==> src/ues_regs.vh <==
// register offsets, field positions and timing figures for the usb event status block
`ifndef UES_REGS_VH
`define UES_REGS_VH
// register indices on the plain register port
`define UES_ADDR_STATUS 4'h0
`define UES_ADDR_INTEN 4'h1
`define UES_ADDR_EVEN 4'h2
`define UES_ADDR_EPREADY 4'h3
// status fields
`define UES_B_PWRCHG 15
`define UES_B_WAKE 14
`define UES_B_FRAME 13
`define UES_B_STCHG 12
`define UES_B_CTLCHG 11
`define UES_B_EMPTY 10
`define UES_B_NRDY 9
`define UES_B_RDY 8
`define UES_B_PWRLVL 7
`define UES_B_SETUP 3
// event enable register fields
`define UES_E_BUSRST 0
`define UES_E_ADDR 1
`define UES_E_CFG 2
`define UES_E_DOZE 3
`define UES_E_WRST 4
`define UES_E_READ_STATUS_ENTRY_ENABLE 5
`define UES_E_FIN 6
`define UES_E_FAULT 7
`define UES_E_SETUP 8
// device states
`define UES_ST_POWERED 3'h0
`define UES_ST_DEFAULT 3'h1
`define UES_ST_ADDRESS 3'h2
`define UES_ST_CONFIG 3'h3
`define UES_ST_SUSPEND 3'h4
// control stages
`define UES_CS_IDLE 3'h0
`define UES_CS_RDDATA 3'h1
`define UES_CS_RDSTAT 3'h2
`define UES_CS_WRDATA 3'h3
`define UES_CS_WRSTAT 3'h4
`define UES_CS_NDSTAT 3'h5
`define UES_CS_SEQERR 3'h6
// stall response code
`define UES_PID_STALL 2'h2
// timing: bus reset in ns, suspend idle in us
`define UES_RESET_NS 2500
`define UES_IDLE_US 3000
`define UES_CLK_MHZ 20
`endif

==> src/ues_event_status.v <==
// usb device event status register with device state and control stage tracking
// Overview of operation
// - bit 7 shows bus power pin level through a two-stage synchroniser; needs clock.
// - bits 6..4 show device state; 1xx means suspended; writes ignored.
// - bit 3 set on setup packet; write 0 clears, write 1 nothing.
// - bits 2..0 show control stage; 110 is sequence error; read only.
// - bits 15..8 are flags; interrupt when flag set and enabled.
// - bit 15 set on each bus power edge; write 0 clears.
// - power and wake flags need the running clock; software writes 0 then 1.
// - bit 14 set on J to K or J to SE0 while suspended.
// - bit 13 set when frame start arrives and frame number latched.
// - SE0 for 2.5 us is bus reset; go default, flag change.
// - nonzero set-address in default goes address after status; address stored.
// - set-configuration state change flagged after host acks status packet.
// - idle 3 ms suspends from any active state and flags change.
// - bit 12 only for transitions whose own enable is on.
// - bit 11 set on enabled control stage events.
// - bit 10 follows OR of endpoint empty/overflow bits.
// - bit 9 follows OR of endpoint not-ready bits.
// - bit 8 follows OR of endpoint ready bits.
// - writing 1 to any clearable flag leaves it unchanged.
// - sequence error forces endpoint zero response to stall.
`timescale 1ns/10ps
`include "ues_regs.vh"
module ues_event_status #(
  parameter NUM_EP = 7,
  parameter RESET_CYCLES = (`UES_RESET_NS * `UES_CLK_MHZ + 999) / 1000,
  parameter IDLE_CYCLES = `UES_IDLE_US * `UES_CLK_MHZ
)(
  // clock and reset
  input wire sys_clk,
  input wire reset_n,
  // register port
  input wire [3:0] regAddr,
  input wire [15:0] regWrData,
  input wire regWrite,
  input wire regRead,
  output reg [15:0] regRdData,
  // bus side pins, asynchronous
  input wire busPower,
  input wire linePlus,
  input wire lineMinus,
  // protocol events from the serial engine, one-cycle pulses
  input wire setupRcvd,
  input wire setupAckSent,
  input wire setupIsRead,
  input wire setupNoData,
  input wire setAddrReq,
  input wire [6:0] setAddrValue,
  input wire setCfgReq,
  input wire [7:0] setCfgValue,
  input wire statusZlpSent,
  input wire statusZlpAcked,
  input wire dataInToken,
  input wire dataOutToken,
  input wire dataXferDone,
  input wire seqFaultDetect,
  input wire frameLatched,
  // endpoint summaries
  input wire [NUM_EP-1:0] endpointEmptyOverflowBits,
  input wire [NUM_EP-1:0] endpointNotReadyBits,
  input wire [NUM_EP-1:0] endpointReadyBits,
  // outputs
  output reg irqOut,
  output reg [6:0] deviceAddr,
  output reg [1:0] epZeroResponseField,
  output reg epZeroForce
);
  // flag and state registers
  reg [7:0] flags_q;
  reg setupSeen_q;
  reg [2:0] devState_q;
  reg [2:0] resumeState_q;
  reg [2:0] ctrlStage_q;
  reg [7:0] intEnable_q;
  reg [8:0] eventEnable_q;
  reg [1:0] pendMove_q;
  reg [6:0] addrLatch_q;
  // synchronisers
  reg pwrMeta_q, pwrSync_q, pwrPrev_q;
  reg dpMeta_q, dpSync_q, dmMeta_q, dmSync_q;
  reg lineJPrev_q;
  // fill marker: blocks a false power edge while the chain loads after reset
  reg [2:0] pwrFill_q;
  reg [31:0] se0Count_q;
  reg [31:0] idleCount_q;
  // line conditions: J is D+ high D- low; SE0 both low
  // both syncs reset low, so SE0 shows for two cycles after reset, far below the timer
  wire lineSe0 = ~dpSync_q & ~dmSync_q;
  wire lineJ = dpSync_q & ~dmSync_q;
  wire lineK = ~dpSync_q & dmSync_q;
  wire suspended = devState_q[2];
  wire wrStatus = regWrite && (regAddr == `UES_ADDR_STATUS);
  wire busResetHit = lineSe0 && (se0Count_q == RESET_CYCLES - 1);
  // idle counts only on J, so a K or SE0 held by the host keeps the device awake
  // idle timer
  wire idleHit = lineJ && !suspended && (idleCount_q == IDLE_CYCLES - 1);
  wire pwrEdge = pwrFill_q[2] && (pwrSync_q ^ pwrPrev_q);
  // wake on J to K or J to SE0 while suspended
  wire wakeEvt = suspended && lineJPrev_q && (lineK || lineSe0);
  // address move after status zlp sent
  wire addrMove = statusZlpSent && pendMove_q == 2'h1;
  // configure move after host acks zlp
  wire cfgMove = statusZlpAcked && pendMove_q == 2'h2;
  // state change gated by its own enable
  wire stEvt = (busResetHit && eventEnable_q[`UES_E_BUSRST]) || (addrMove && eventEnable_q[`UES_E_ADDR])
    || (cfgMove && eventEnable_q[`UES_E_CFG]) || (idleHit && eventEnable_q[`UES_E_DOZE]);
  wire wrStEvt = ctrlStage_q == `UES_CS_WRDATA && dataInToken;
  wire rdStEvt = ctrlStage_q == `UES_CS_RDDATA && dataOutToken;
  wire finEvt = dataXferDone && (ctrlStage_q == `UES_CS_WRSTAT || ctrlStage_q == `UES_CS_RDSTAT
    || ctrlStage_q == `UES_CS_NDSTAT);
  wire ctEvt = (setupAckSent && eventEnable_q[`UES_E_SETUP]) || (wrStEvt && eventEnable_q[`UES_E_WRST])
    || (rdStEvt && eventEnable_q[`UES_E_READ_STATUS_ENTRY_ENABLE]) || (finEvt && eventEnable_q[`UES_E_FIN])
    || (seqFaultDetect && eventEnable_q[`UES_E_FAULT]);

  // synchronise asynchronous pins
  // D+ and D- pass their chains in step, so a J to K swap is seen on one edge
  always @(posedge sys_clk or negedge reset_n)
  begin
    if (!reset_n)
    begin
      pwrMeta_q <= 1'b0;
      pwrSync_q <= 1'b0;
      pwrPrev_q <= 1'b0;
      dpMeta_q <= 1'b0;
      dpSync_q <= 1'b0;
      dmMeta_q <= 1'b0;
      dmSync_q <= 1'b0;
      lineJPrev_q <= 1'b0;
      pwrFill_q <= 3'h0;
    end
    else
    begin
      pwrMeta_q <= busPower;
      pwrSync_q <= pwrMeta_q;
      pwrPrev_q <= pwrSync_q;
      dpMeta_q <= linePlus;
      dpSync_q <= dpMeta_q;
      dmMeta_q <= lineMinus;
      dmSync_q <= dmMeta_q;
      lineJPrev_q <= lineJ;
      // marker fills one bit per edge; edges count only once prev holds a real level
      pwrFill_q <= {pwrFill_q[1:0], 1'b1};
    end
  end

  // se0 and idle timers
  // each counter restarts after a hit, so a long SE0 repeats the bus reset
  always @(posedge sys_clk or negedge reset_n)
  begin
    if (!reset_n)
    begin
      se0Count_q <= 32'h00000000;
      idleCount_q <= 32'h00000000;
    end
    else
    begin
      se0Count_q <= (lineSe0 && !busResetHit) ? se0Count_q + 32'h00000001 : 32'h00000000;
      idleCount_q <= (lineJ && !suspended && !idleHit) ? idleCount_q + 32'h00000001 : 32'h00000000;
    end
  end

  // device state machine
  // resume on K returns to the state held before suspend; SE0 waits for bus reset
  always @(posedge sys_clk or negedge reset_n)
  begin
    if (!reset_n)
    begin
      devState_q <= `UES_ST_POWERED;
      resumeState_q <= `UES_ST_POWERED;
      pendMove_q <= 2'h0;
      addrLatch_q <= 7'h00;
    end
    else
    begin
      if (setAddrReq)
        addrLatch_q <= setAddrValue;
      if (setAddrReq && devState_q == `UES_ST_DEFAULT && setAddrValue != 7'h00)
        pendMove_q <= 2'h1;
      else if (setCfgReq && ((devState_q == `UES_ST_ADDRESS && setCfgValue != 8'h00)
        || (devState_q == `UES_ST_CONFIG && setCfgValue == 8'h00)))
        pendMove_q <= 2'h2;
      else if (addrMove || cfgMove || setupRcvd)
        pendMove_q <= 2'h0;
      // bus reset wins from any state
      if (busResetHit)
      begin
        devState_q <= `UES_ST_DEFAULT;
        pendMove_q <= 2'h0;
      end
      else if (idleHit)
      begin
        resumeState_q <= devState_q;
        devState_q <= `UES_ST_SUSPEND;
      end
      else if (wakeEvt && lineK)
        devState_q <= resumeState_q;
      else
      begin
        case (devState_q)
          `UES_ST_DEFAULT:
            if (addrMove)
              devState_q <= `UES_ST_ADDRESS;
          `UES_ST_ADDRESS:
            if (cfgMove)
              devState_q <= `UES_ST_CONFIG;
          `UES_ST_CONFIG:
            if (cfgMove)
              devState_q <= `UES_ST_ADDRESS;
          default:
            devState_q <= devState_q;
        endcase
      end
    end
  end

  // control stage machine
  // a new setup packet always restarts the tracker, even from a sequence error
  always @(posedge sys_clk or negedge reset_n)
  begin
    if (!reset_n)
      ctrlStage_q <= `UES_CS_IDLE;
    else if (setupRcvd)
      ctrlStage_q <= `UES_CS_IDLE;
    else if (seqFaultDetect)
      ctrlStage_q <= `UES_CS_SEQERR;
    else
    begin
      case (ctrlStage_q)
        `UES_CS_IDLE:
          if (setupAckSent)
            ctrlStage_q <= setupNoData ? `UES_CS_NDSTAT : (setupIsRead ? `UES_CS_RDDATA : `UES_CS_WRDATA);
        `UES_CS_RDDATA:
          if (dataOutToken)
            ctrlStage_q <= `UES_CS_RDSTAT;
        `UES_CS_WRDATA:
          if (dataInToken)
            ctrlStage_q <= `UES_CS_WRSTAT;
        `UES_CS_RDSTAT, `UES_CS_WRSTAT, `UES_CS_NDSTAT:
          if (dataXferDone)
            ctrlStage_q <= `UES_CS_IDLE;
        default:
          ctrlStage_q <= ctrlStage_q;
      endcase
    end
  end

  // flags: set wins over a same-cycle clear by write of 0
  always @(posedge sys_clk or negedge reset_n)
  begin
    if (!reset_n)
    begin
      flags_q <= 8'h00;
      setupSeen_q <= 1'b0;
    end
    else
    begin
      // zero then one writes
      // with the clock running the trailing write of 1 simply leaves the flag clear;
      // clock-stopped operation of the power and wake flags is not modelled here
      // write 1 keeps flag, write 0 clears
      if (wrStatus)
      begin
        flags_q[7:3] <= flags_q[7:3] & regWrData[`UES_B_PWRCHG:`UES_B_CTLCHG];
        setupSeen_q <= setupSeen_q & regWrData[`UES_B_SETUP];
      end
      if (pwrEdge)
        flags_q[7] <= 1'b1;
      if (wakeEvt)
        flags_q[6] <= 1'b1;
      if (frameLatched)
        flags_q[5] <= 1'b1;
      if (stEvt)
        flags_q[4] <= 1'b1;
      if (ctEvt)
        flags_q[3] <= 1'b1;
      if (setupRcvd)
        setupSeen_q <= 1'b1;
      // summaries are plain ORs, one cycle behind the endpoint inputs
      // empty overflow summary
      flags_q[2] <= |endpointEmptyOverflowBits;
      flags_q[1] <= |endpointNotReadyBits;
      flags_q[0] <= |endpointReadyBits;
    end
  end

  // enable registers
  // event enables gate only the flags, never the state or stage tracking
  always @(posedge sys_clk or negedge reset_n)
  begin
    if (!reset_n)
    begin
      intEnable_q <= 8'h00;
      eventEnable_q <= 9'h000;
    end
    else if (regWrite && regAddr == `UES_ADDR_INTEN)
      intEnable_q <= regWrData[7:0];
    else if (regWrite && regAddr == `UES_ADDR_EVEN)
      eventEnable_q <= regWrData[8:0];
  end

  // interrupt is the level of any enabled flag, one cycle late
  // it stays high until the flag clears (software write, or summary inputs dropping) or its enable clears
  always @(posedge sys_clk or negedge reset_n)
  begin
    if (!reset_n)
    begin
      irqOut <= 1'b0;
    end
    else
    begin
      irqOut <= |(flags_q & intEnable_q);
    end
  end

  // endpoint zero response and address outputs
  // the stall code lasts one cycle; the endpoint logic must latch it
  always @(posedge sys_clk or negedge reset_n)
  begin
    if (!reset_n)
    begin
      epZeroResponseField <= 2'h0;
      epZeroForce <= 1'b0;
      deviceAddr <= 7'h00;
    end
    else
    begin
      epZeroForce <= seqFaultDetect;
      epZeroResponseField <= seqFaultDetect ? `UES_PID_STALL : 2'h0;
      deviceAddr <= addrLatch_q;
    end
  end

  // read data, one cycle after strobe
  // any cycle without a read strobe returns zero
  always @(posedge sys_clk or negedge reset_n)
  begin
    if (!reset_n)
      regRdData <= 16'h0000;
    else if (regRead)
    begin
      case (regAddr)
        `UES_ADDR_STATUS:
          regRdData <= {flags_q, pwrSync_q, devState_q, setupSeen_q, ctrlStage_q};
        `UES_ADDR_INTEN:
          regRdData <= {8'h00, intEnable_q};
        `UES_ADDR_EVEN:
          regRdData <= {7'h00, eventEnable_q};
        `UES_ADDR_EPREADY:
          regRdData <= {9'h000, deviceAddr};
        default:
          regRdData <= 16'h0000;
      endcase
    end
    else
      regRdData <= 16'h0000;
  end
endmodule

==> config.mk <==
export PLATFORM = sky130hd
export DESIGN_NAME = ues_event_status
export DESIGN_NICKNAME = d
export VERILOG_FILES = /design/src/ues_event_status.v
export VERILOG_INCLUDE_DIRS = /design/src
export SDC_FILE = /design/constraint.sdc
export NUM_CORES = 1
export LEC_CHECK = 0
export BUFFER_PORTS_ARGS = -buffer_cell sky130_fd_sc_hd__clkbuf_2
export CORE_MARGIN = 2
export CORE_UTILIZATION = 49
export CTS_CLUSTER_SIZE = 16
export DETAILED_ROUTE_END_ITERATION = 12
export PLACE_DENSITY_LB_ADDON = 0.25
export SLEW_MARGIN = 20
export SYNTH_ARGS = -nofsm -noshare
export SYNTH_HDL_FRONTEND = slang
export SYNTH_SLANG_ARGS = --single-unit
==> constraint.sdc <==
create_clock -name sys_clk -period 2.05 [get_ports sys_clk]
set_input_delay 0.3075 -clock sys_clk [delete_from_list [all_inputs] [get_ports sys_clk]]
set_output_delay 0.3075 -clock sys_clk [all_outputs]
set_load 0.1 [all_outputs]
# [Word-level counts from Yosys, hierarchy flattened]
# Index checks and enable logic that the tools add are counted.
[word_totals] reg_bits=146 out_inout_bits=27
[classes] n_addsub=2 eq_ne=22 mux=33 bitwise_logic=11 reduce_logical=70
[op_table] operator="32-bit by 1-bit adder with 32-bit output, second input constant" count=2
[op_table] operator="32-bit two-way mux" count=2
[op_table] operator="16-bit case mux with 4 select lines" count=1
[op_table] operator="3-bit two-way mux" count=13
[op_table] operator="32-bit by 16-bit equality test with 1-bit output, second input constant" count=1
[op_table] operator="32-bit by 6-bit equality test with 1-bit output, second input constant" count=1
[op_table] operator="1-bit logical AND" count=31
[op_table] operator="7-bit OR reduction" count=3
[op_table] operator="16-bit two-way mux" count=1
[op_table] operator="4-bit inequality test, second input constant" count=4
[op_table] operator="5-bit by 4-bit inequality test with 1-bit output, second input constant" count=3
[op_table] operator="1-bit logical OR" count=13
[op_table] operator="3-bit by 2-bit equality test with 1-bit output, second input constant" count=4
[op_table] operator="2-bit two-way mux" count=6
[op_table] operator="3-bit case mux with 4 select lines" count=1
[op_table] operator="2-bit nonzero test" count=6
[op_table] operator="6-bit nonzero test" count=2
[op_table] operator="3-bit case mux with 3 select lines" count=1
[op_table] operator="8-bit AND" count=1
[op_table] operator="4-bit by 2-bit equality test with 1-bit output, second input constant" count=2
[op_table] operator="8-bit logical NOT" count=1
[op_table] operator="8-bit nonzero test" count=1
[op_table] operator="8-bit OR reduction" count=1
[op_table] operator="1-bit two-way mux" count=7
[op_table] operator="19 further kinds" count=30

# [Logic depth before layout (Yosys ltp)]
# Gate-level depths: netlist (run 1).
[depth] word_depth=8 mapped_depth=7

# [Worst setup path after synthesis (run 1)]
# OpenSTA, ideal clock, no wires.
[synth_timing] path_kind="register to register" start="register devState_q[2]" end="register resumeState_q[0]" setup_time_ns=0.125 t_arrival_ns=1.681 path_slack_ns=0.244 stages_incl_launch_ff=5 period_less_slack_ns=1.806 path_cell_list="dfrtp_1 -> buf_2 -> or3b_2 -> nor3_2 -> mux2_2"
[synth_via] elab_chain_cells=4
[synth_lines] element="from (decl)" line="ues_event_status.v:72" source="reg [2:0] devState_q;"
[synth_lines] element="from (signal assigned)" line="ues_event_status.v:169" source="devState_q <= `UES_ST_POWERED;"
[synth_lines] element="from (signal assigned)" line="ues_event_status.v:188" source="devState_q <= `UES_ST_DEFAULT;"
[synth_lines] element="from (signal assigned)" line="ues_event_status.v:194" source="devState_q <= `UES_ST_SUSPEND;"
[synth_lines] element="1-bit logical NOT" line="ues_event_status.v:97" source="wire idleHit = lineJ && !suspended && (idleCount_q == IDLE_CYCLES - 1);"
[synth_lines] element="1-bit logical AND (2 in a row)" line="ues_event_status.v:97"
[synth_lines] element="2-bit AND reduction (no source line)"
[synth_lines] element="to (signal assigned)" line="ues_event_status.v:170" source="resumeState_q <= `UES_ST_POWERED;"
[synth_lines] element="to (signal assigned)" line="ues_event_status.v:193" source="resumeState_q <= devState_q;"
[synth_lines] element="to (decl)" line="ues_event_status.v:73" source="reg [2:0] resumeState_q;"
# Every way passes these cells.
# A chain may end at the register's enable or synchronous reset.

# [Worst setup path after layout (run 1)]
[layout_timing] start="register se0Count_q[16]" end="register devState_q[2]"
[layout_via] elab_chain_cells=4 word_cells_on_any_way=8 cone_classes="eq/ne (4); mux (1); reduce/logical (3)"
[layout_lines] element="from (decl)" line="ues_event_status.v:85" source="reg [31:0] se0Count_q;"
[layout_lines] element="from (signal assigned)" line="ues_event_status.v:158" source="se0Count_q <= (lineSe0 && !busResetHit) ? se0Count_q + 32'h00000001 : 32'h00000000;"
[layout_lines] element="32-bit by 6-bit equality test with 1-bit output (*)" line="ues_event_status.v:94" source="wire busResetHit = lineSe0 && (se0Count_q == RESET_CYCLES - 1);"
[layout_lines] element="1-bit logical AND (*)" line="ues_event_status.v:94"
[layout_lines] element="5-bit by 4-bit inequality test with 1-bit output (no source line) / 6-bit nonzero test (equally long branches)"
[layout_lines] element="4-bit AND reduction (no source line)"
# Every way passes the cells marked *; elsewhere a longest branch is shown, timed or not.

==> flow_metrics.tcl, run 1 <==
set metrics [dict create \
    run_status "complete, no violations" \
    synth_fp_nets 719 \
    fin_area_sq_um 8270 \
    rsz0062_at_grt "true" \
    clkPwrFrac_pct 43.1 \
    critPathMaxStageDelay_ns 0.52 \
    setup-violations-final 0 \
    ant_nets 0 \
    critPathRequiredTime_ns 2.36 \
    avgSynthCellArea_sq_um 10.6 \
    clock_sinks 144 \
    synth_flop_cell "dfrtp_1" \
    portBuffers 99 \
    fin_crit_ns 1.94 \
    pwr-share-seq_pct 45.6 \
    p_leak_nw 3.52 \
    synth_cell_types 58 \
    placedInstanceArea_sq_um 7640 \
    path_cells "nor4_1, nand4_1, or4_4, a311o_1" \
    tightestPinTransition_ns 0.669 \
    clk_pin_slew_ns 0.06 \
    grt_pass1_vias 5662 \
    dpl_worst_slack_ns 0.0840 \
    worst_setup_path_end_kind "flop" \
    cts_root_buffer "clkbuf_16" \
    crit_arrival_ns 2.25 \
    diodes 0 \
    cap_violations 0 \
    yosys_warnings 0 \
    hold_class "input pin to flop" \
    std_cell_rows 42 \
    synth-seq-cells 144 \
    syn2layout_area_growth_pct 22.3 \
    antenna_found_initial 0 \
    async_reset_ff_share_pct 100 \
    cts_tree "built" \
    insertion_delay_ns 0.43 \
    p_switching_w 0.00193 \
    max_slew_margin_pct 55.0 \
    fin_hold_ws_ns 0.0643 \
    swShare_pct 27.8 \
    gr-total-overflow 0 \
    netlist_area_sq_um 6760 \
    fp.coreArea_sq_um 13300 \
    clock_skew_ns 0.00692 \
    die_w_um 121 \
    hold_violations 0 \
    dp_hpwl_um 11900 \
    powerDensity_nw_per_um2 840 \
    place_congestion 0.880 \
    grt_pass1_wl_um 28100 \
    slowest_stage "or4_4" \
    fin_setup_tns_ns 0 \
    cts_buffer_depth 2 \
    crit_path_start_kind "flop" \
    firstDrtPassIters 5 \
    h-tree-depth 4 \
    cts_buffers 17 \
    path_max_fanout 6 \
    drv_slew 0 \
    dieArea_sq_um 14800 \
    max_freq_mhz 515 \
    grt_start_max_net_pins 57 \
    postCtsSetupRepairBufs 0 \
    layout_commonest_cell "dfrtp_1" \
    ys_seq_area_share_pct 53.3 \
    worst_slack_ns 0.107 \
    drcViolationCount 0 \
    p_int_w 0.00502 \
    detail_route.iter0.violations 425 \
    via_count 5638 \
    syn_inst 640 \
    io-pin-count 103 \
    mostFrequentLayoutCells "144 x dfrtp_1, 98 x clkbuf_2, 47 x a21oi_1" \
    wl_per_cell_um 17.3 \
    drt-total-wl_um 16600 \
    initial_core_util_pct 50.7 \
    vias_per_cell 5.90 \
    combPwrFrac_pct 11.3 \
    drive_gt1_share_pct 27.1 \
    track_usage_pct 24.2 \
    vdd_drop_max_uv 814 \
    die_h_um 121 \
    worstSetupPathType "flop to flop" \
    synth_edf_count 0 \
    nNetsFinal 845 \
    period_share_pct 94.8 \
]
## registers in the layout, indices dropped and copies added, names as in the netlist, 7 cells and up
| name | cells |
|---|---|
| idleCount_q | 32 |
| se0Count_q | 32 |
| regRdData | 16 |
| eventEnable_q | 9 |
| flags_q | 8 |
| intEnable_q | 8 |
| addrLatch_q | 7 |
| deviceAddr | 7 |
## Yosys cell counts, types with 2 or more instances
| cell type | number | area (sq um) |
|---|---|---|
| nand2_1 | 34 | 128 |
| or4_1 | 20 | 150 |
| o31ai_1 | 16 | 120 |
| o21ai_0 | 28 | 140 |
| nor4b_1 | 2 | 17.5 |
| xnor2_1 | 9 | 78.8 |
| nand3_1 | 25 | 125 |
| dfrtp_1 | 144 | 3600 |
| buf_4 | 2 | 15.0 |
| or2_2 | 2 | 12.5 |
| nand4_1 | 34 | 213 |
| conb_1 | 2 | 7.51 |
| mux2i_1 | 3 | 30.0 |
| buf_2 | 8 | 40.0 |
| inv_1 | 12 | 45.0 |
| nor3_1 | 13 | 65.1 |
| and4_1 | 11 | 96.3 |
| nor2b_1 | 7 | 43.8 |
| a22oi_1 | 11 | 82.6 |
| nor2_1 | 41 | 154 |
| nor4_1 | 20 | 125 |
| and4bb_2 | 2 | 25.0 |
| a31oi_1 | 3 | 18.8 |
| nor3b_1 | 2 | 15.0 |
| clkbuf_1 | 16 | 60.1 |
| nand2b_1 | 6 | 37.5 |
| mux2_2 | 33 | 372 |
| xor2_1 | 15 | 131 |
| nand3b_1 | 5 | 37.5 |
| and3_1 | 16 | 100 |
| ha_1 | 3 | 37.5 |
| a21bo_2 | 2 | 20.0 |
| nor4bb_1 | 3 | 30.0 |
| and4b_1 | 2 | 20.0 |
| and2_1 | 3 | 18.8 |
| or3_1 | 17 | 106 |
| a21oi_1 | 47 | 235 |
## cell type report
| cell class | count | area [sq um] |
|---|---|---|
| clock buffer | 17 | 425 |
| timing repair buffer | 134 | 812 |
| clock inverter | 15 | 150 |
| inverter | 12 | 45.0 |
| sequential | 144 | 3600 |
| multi-input combinational | 457 | 3020 |
| fill | 1099 | 5070 |
| tap | 176 | 220 |
## power by group through the flow
| stage | Clock (W) | Sequential, W | Combinational (W) |
|---|---|---|---|
| after floorplan | 0 | 0.00333 | 0.000344 |
| after global placement | 0 | 0.00321 | 0.000754 |
| after detailed placement | 0 | 0.00322 | 0.000774 |
| after CTS | 0.00304 | 0.00317 | 0.000786 |
| after global routing | 0.00316 | 0.00320 | 0.000854 |
| final | 0.00299 | 0.00317 | 0.000784 |
## repair_timing
action / in CTS / in global routing
setup endpoints to repair: 0 / 6
hold buffers: 4 / 0
resized for setup: 0 / 4
hold endpoints to repair: 44 / 0
## through the flow
stage	power (W)	cells	util, %
2_1_floorplan	0.00368	640	-
3_3_place_gp	0.00396	919	57.2
3_5_place_dp	0.00399	919	57.2
4_1_cts	0.00699	955	61.9
5_1_grt	0.00721	955	62.0
6_report	0.00695	955	62.0
## worst paths after layout
path	startpoint	to	slack, ns	cells after the start
max	se0Count_q[16]	devState_q[2]	0.11	4
min	endpointEmptyOverflowBits[6]	flags_q[2]	0.06	3
max reg2reg	se0Count_q[16]	devState_q[2]	0.11	4
min reg2reg	pwrFill_q[0]	pwrFill_q[1]	0.35	0
max in group asynchronous	reset_n	intEnable_q[4]	1.00	3
min in group asynchronous	reset_n	idleCount_q[21]	0.36	2
## routing by layer
| layer | GRT usage [%] | vias to the layer above | share of wire, % |
|---|---|---|---|
| li1 | - | 2655 | - |
| met1 | 33.4 | 2803 | 45 |
| met2 | 37.6 | 159 | 48 |
| met3 | 6.30 | 21 | 5.2 |
| met4 | 7.69 | 0 | 1.3 |
| met5 | 0 | - | 0 |
## kinds of logic (layout without fill, tap and decap cells)
kind of cell / after synthesis / count (layout) / synth area share (%)
AOI/OAI and AO/OA: 120 / 120 / 10.8
xor gates and xnor gates: 24 / 24 / 3.11
adders and majority gates: 3 / 3 / 0.555
buffers and inverters: 39 / 178 / 2.42
DFF: 144 / 144 / 53.3
muxes: 37 / 37 / 6.27
other: 2 / 2 / 0.111
and+or+nand+nor: 271 / 271 / 23.4
## worst max-delay path, delay by kind of cell, from the launching register on
kind | cells | cell delay [ns]
flip-flops | 1 | 0.43
AO/OA/AOI/OAI | 1 | 0.32
AND/OR/NAND/NOR | 3 | 1.08
Power figures use the tool's default switching activity.
==> run 2, diff against run 1 <==
==> constraint.sdc (replaced) <==
create_clock -name sys_clk -period 2.05 [get_ports sys_clk]
set_input_delay 0.205 -clock sys_clk [delete_from_list [all_inputs] [get_ports sys_clk]]
set_output_delay 0.205 -clock sys_clk [all_outputs]
set_load 0.1 [all_outputs]
==> run 2 against run 1 <==
Sequential power barely moved. Combinational power rose by 2%. First-iteration DRC count increased by 8.7%. Maximum frequency fell by 1.1%. Total power up 2.2%. Sequential share of layout area fell by 0.60 points. Non-clock buffer count grew 6. Design area is 1.4% higher.
==> flow_metrics.tcl, run 2 (synthesis gave the netlist of run 1 again) <==
set metrics [dict create \
    crit_family "simple AND/OR/NAND/NOR gates" \
    critPathMaxStageDelay_ns 0.42 \
    cts_tree "built" \
    swShare_pct 27.5 \
    p_int_w 0.00515 \
    fin_setup_tns_ns 0 \
    top_regs "idleCount_q (32), se0Count_q (32), regRdData (16)" \
    multiInputGateArea_sq_um 3020 \
    dieArea_sq_um 14800 \
    drt-total-wl_um 17100 \
    grt_start_max_net_pins 83 \
    io-pin-count 103 \
    fp.coreArea_sq_um 13300 \
    clk_pin_slew_ns 0.06 \
    rsz0062_at_grt "false" \
    track_usage_pct 24.6 \
    diodes 0 \
    firstDrtPassIters 5 \
    drv_slew 0 \
    vdd_drop_max_uv 821 \
    setup-violations-final 0 \
    pwr-share-seq_pct 44.7 \
    drive_gt1_share_pct 26.4 \
    cts_buffers 17 \
    dp_hpwl_um 11700 \
    std_cell_rows 42 \
    h-tree-depth 4 \
    hold_class "input pin to flop" \
    drcViolationCount 0 \
    gr-total-overflow 0 \
    combPwrFrac_pct 11.3 \
    syn2layout_area_growth_pct 24.0 \
    max_freq_mhz 509 \
    layout_commonest_cell "dfrtp_1" \
    crit_arrival_ns 2.27 \
    tightestPinTransition_ns 0.640 \
    worst_setup_path_end_kind "flop" \
    antenna_found_initial 0 \
    grt_pass1_vias 5824 \
    clock_skew_ns 0.00801 \
    worstSetupPathType "flop to flop" \
    cts_root_buffer "clkbuf_16" \
    p_switching_w 0.00195 \
    path_cells "nor4bb_1, nand4_1, nor3_2, buf_4, mux2_2" \
    crit_buf_inv 1 \
    nNetsFinal 851 \
    initial_core_util_pct 50.7 \
    clkPwrFrac_pct 44.0 \
    detail_route.iter0.violations 462 \
    die_h_um 121 \
    postCtsSetupRepairBufs 0 \
    crit_path_start_kind "flop" \
    total_power_w 0.00710 \
    grt_pass1_wl_um 28300 \
    run_status "complete, no violations" \
    slowest_stage "dfrtp_1" \
    clock_sinks 144 \
    ff_latch_area_sq_um 3600 \
    wl_per_cell_um 17.8 \
    ant_nets 0 \
    via_count 5740 \
    cap_violations 0 \
    cts_buffer_depth 2 \
    mostFrequentLayoutCells "144 x dfrtp_1, 98 x clkbuf_2, 47 x a21oi_1" \
    p_leak_nw 3.56 \
    hold_violations 0 \
    max_slew_margin_pct 56.9 \
    portBuffers 99 \
    path_max_fanout 7 \
    period_share_pct 95.9 \
    fin_crit_ns 1.97 \
    insertion_delay_ns 0.43 \
    powerDensity_nw_per_um2 847 \
    die_w_um 121 \
    critPathRequiredTime_ns 2.36 \
    place_congestion 0.873 \
    fillers 1066 \
    vias_per_cell 5.97 \
]
run 2: cell types whose count changed in the layout (fill, tap and decap cells not counted), moves of 2 or more:
cell,delta
nor4_1,-2
buf_4,-6
dlygate4sd3_1,+11
nor4_2,+2
run 2: final timing paths:
path,start,end,slack (ns),cells past startpoint
hold reg to reg,pwrFill_q[0],pwrFill_q[1],0.35,0
min in group asynchronous,reset_n,idleCount_q[21],0.19,2
setup / recovery,idleCount_q[10],resumeState_q[1],0.08,5
hold / removal,setAddrValue[6],addrLatch_q[6],0.03,2
setup reg to reg,idleCount_q[10],resumeState_q[1],0.08,5
max in group asynchronous,reset_n,pwrSync_q,1.19,3
run 2: worst reg2reg max path: cells and delay by family (launching register included):
kind                   cells  cell delay [ns]
flip-flops                 1             0.42
multiplexers               1             0.35
buffers and inverters      1             0.18
AND/OR/NAND/NOR            3             0.89
run 2: metrics by stage:
step                setup WS [ns]  area (sq um)  hold slack [ns]  utilization, %  instances
CTS                        0.0323          8370           0.0194            62.7        961
finish                     0.0843          8390           0.0285            62.8        961
global route              0.00380          8390           0.0206            62.8        961
floorplan                   0.244          6760          -0.0906               -        640
detailed placement         0.0377          7620           0.0649            57.1        914
global placement            0.115          7620           0.0629            57.1        914
run 2: repair_timing:
item / CTS / global route
setup endpoints to repair: 1 / 2
resized for setup: 1 / 3
hold buffers: 15 / 0
endpoints found under the hold margin: 97 / 0
run 2: per-layer routing:
metal	up-vias	track usage, %	share of wire [%]
met1	2850	33.7	44
met3	22	6.16	6.1
li1	2672	-	-
met4	0	6.82	1.1
met2	196	39.2	49
met5	-	0	0
run 2: power by group through the flow:
stage | registers [W] | clock network, W | logic (W)
2_1_floorplan | 0.00333 | 0 | 0.000344
3_3_place_gp | 0.00321 | 0 | 0.000757
3_5_place_dp | 0.00322 | 0 | 0.000775
4_1_cts | 0.00317 | 0.00317 | 0.000801
5_1_grt | 0.00320 | 0.00330 | 0.000875
6_report | 0.00318 | 0.00312 | 0.000803
run 2: final cells by class:
| class | count | area share (%) |
|---|---|---|
| sequential | 144 | 43.0 |
| multi-input combinational | 457 | 36.0 |
| timing repair buffer | 140 | 10.7 |
| clock buffer | 17 | 5.07 |
| tap | 176 | 2.63 |
| clock inverter | 15 | 2.07 |
| inverter | 12 | 0.537 |
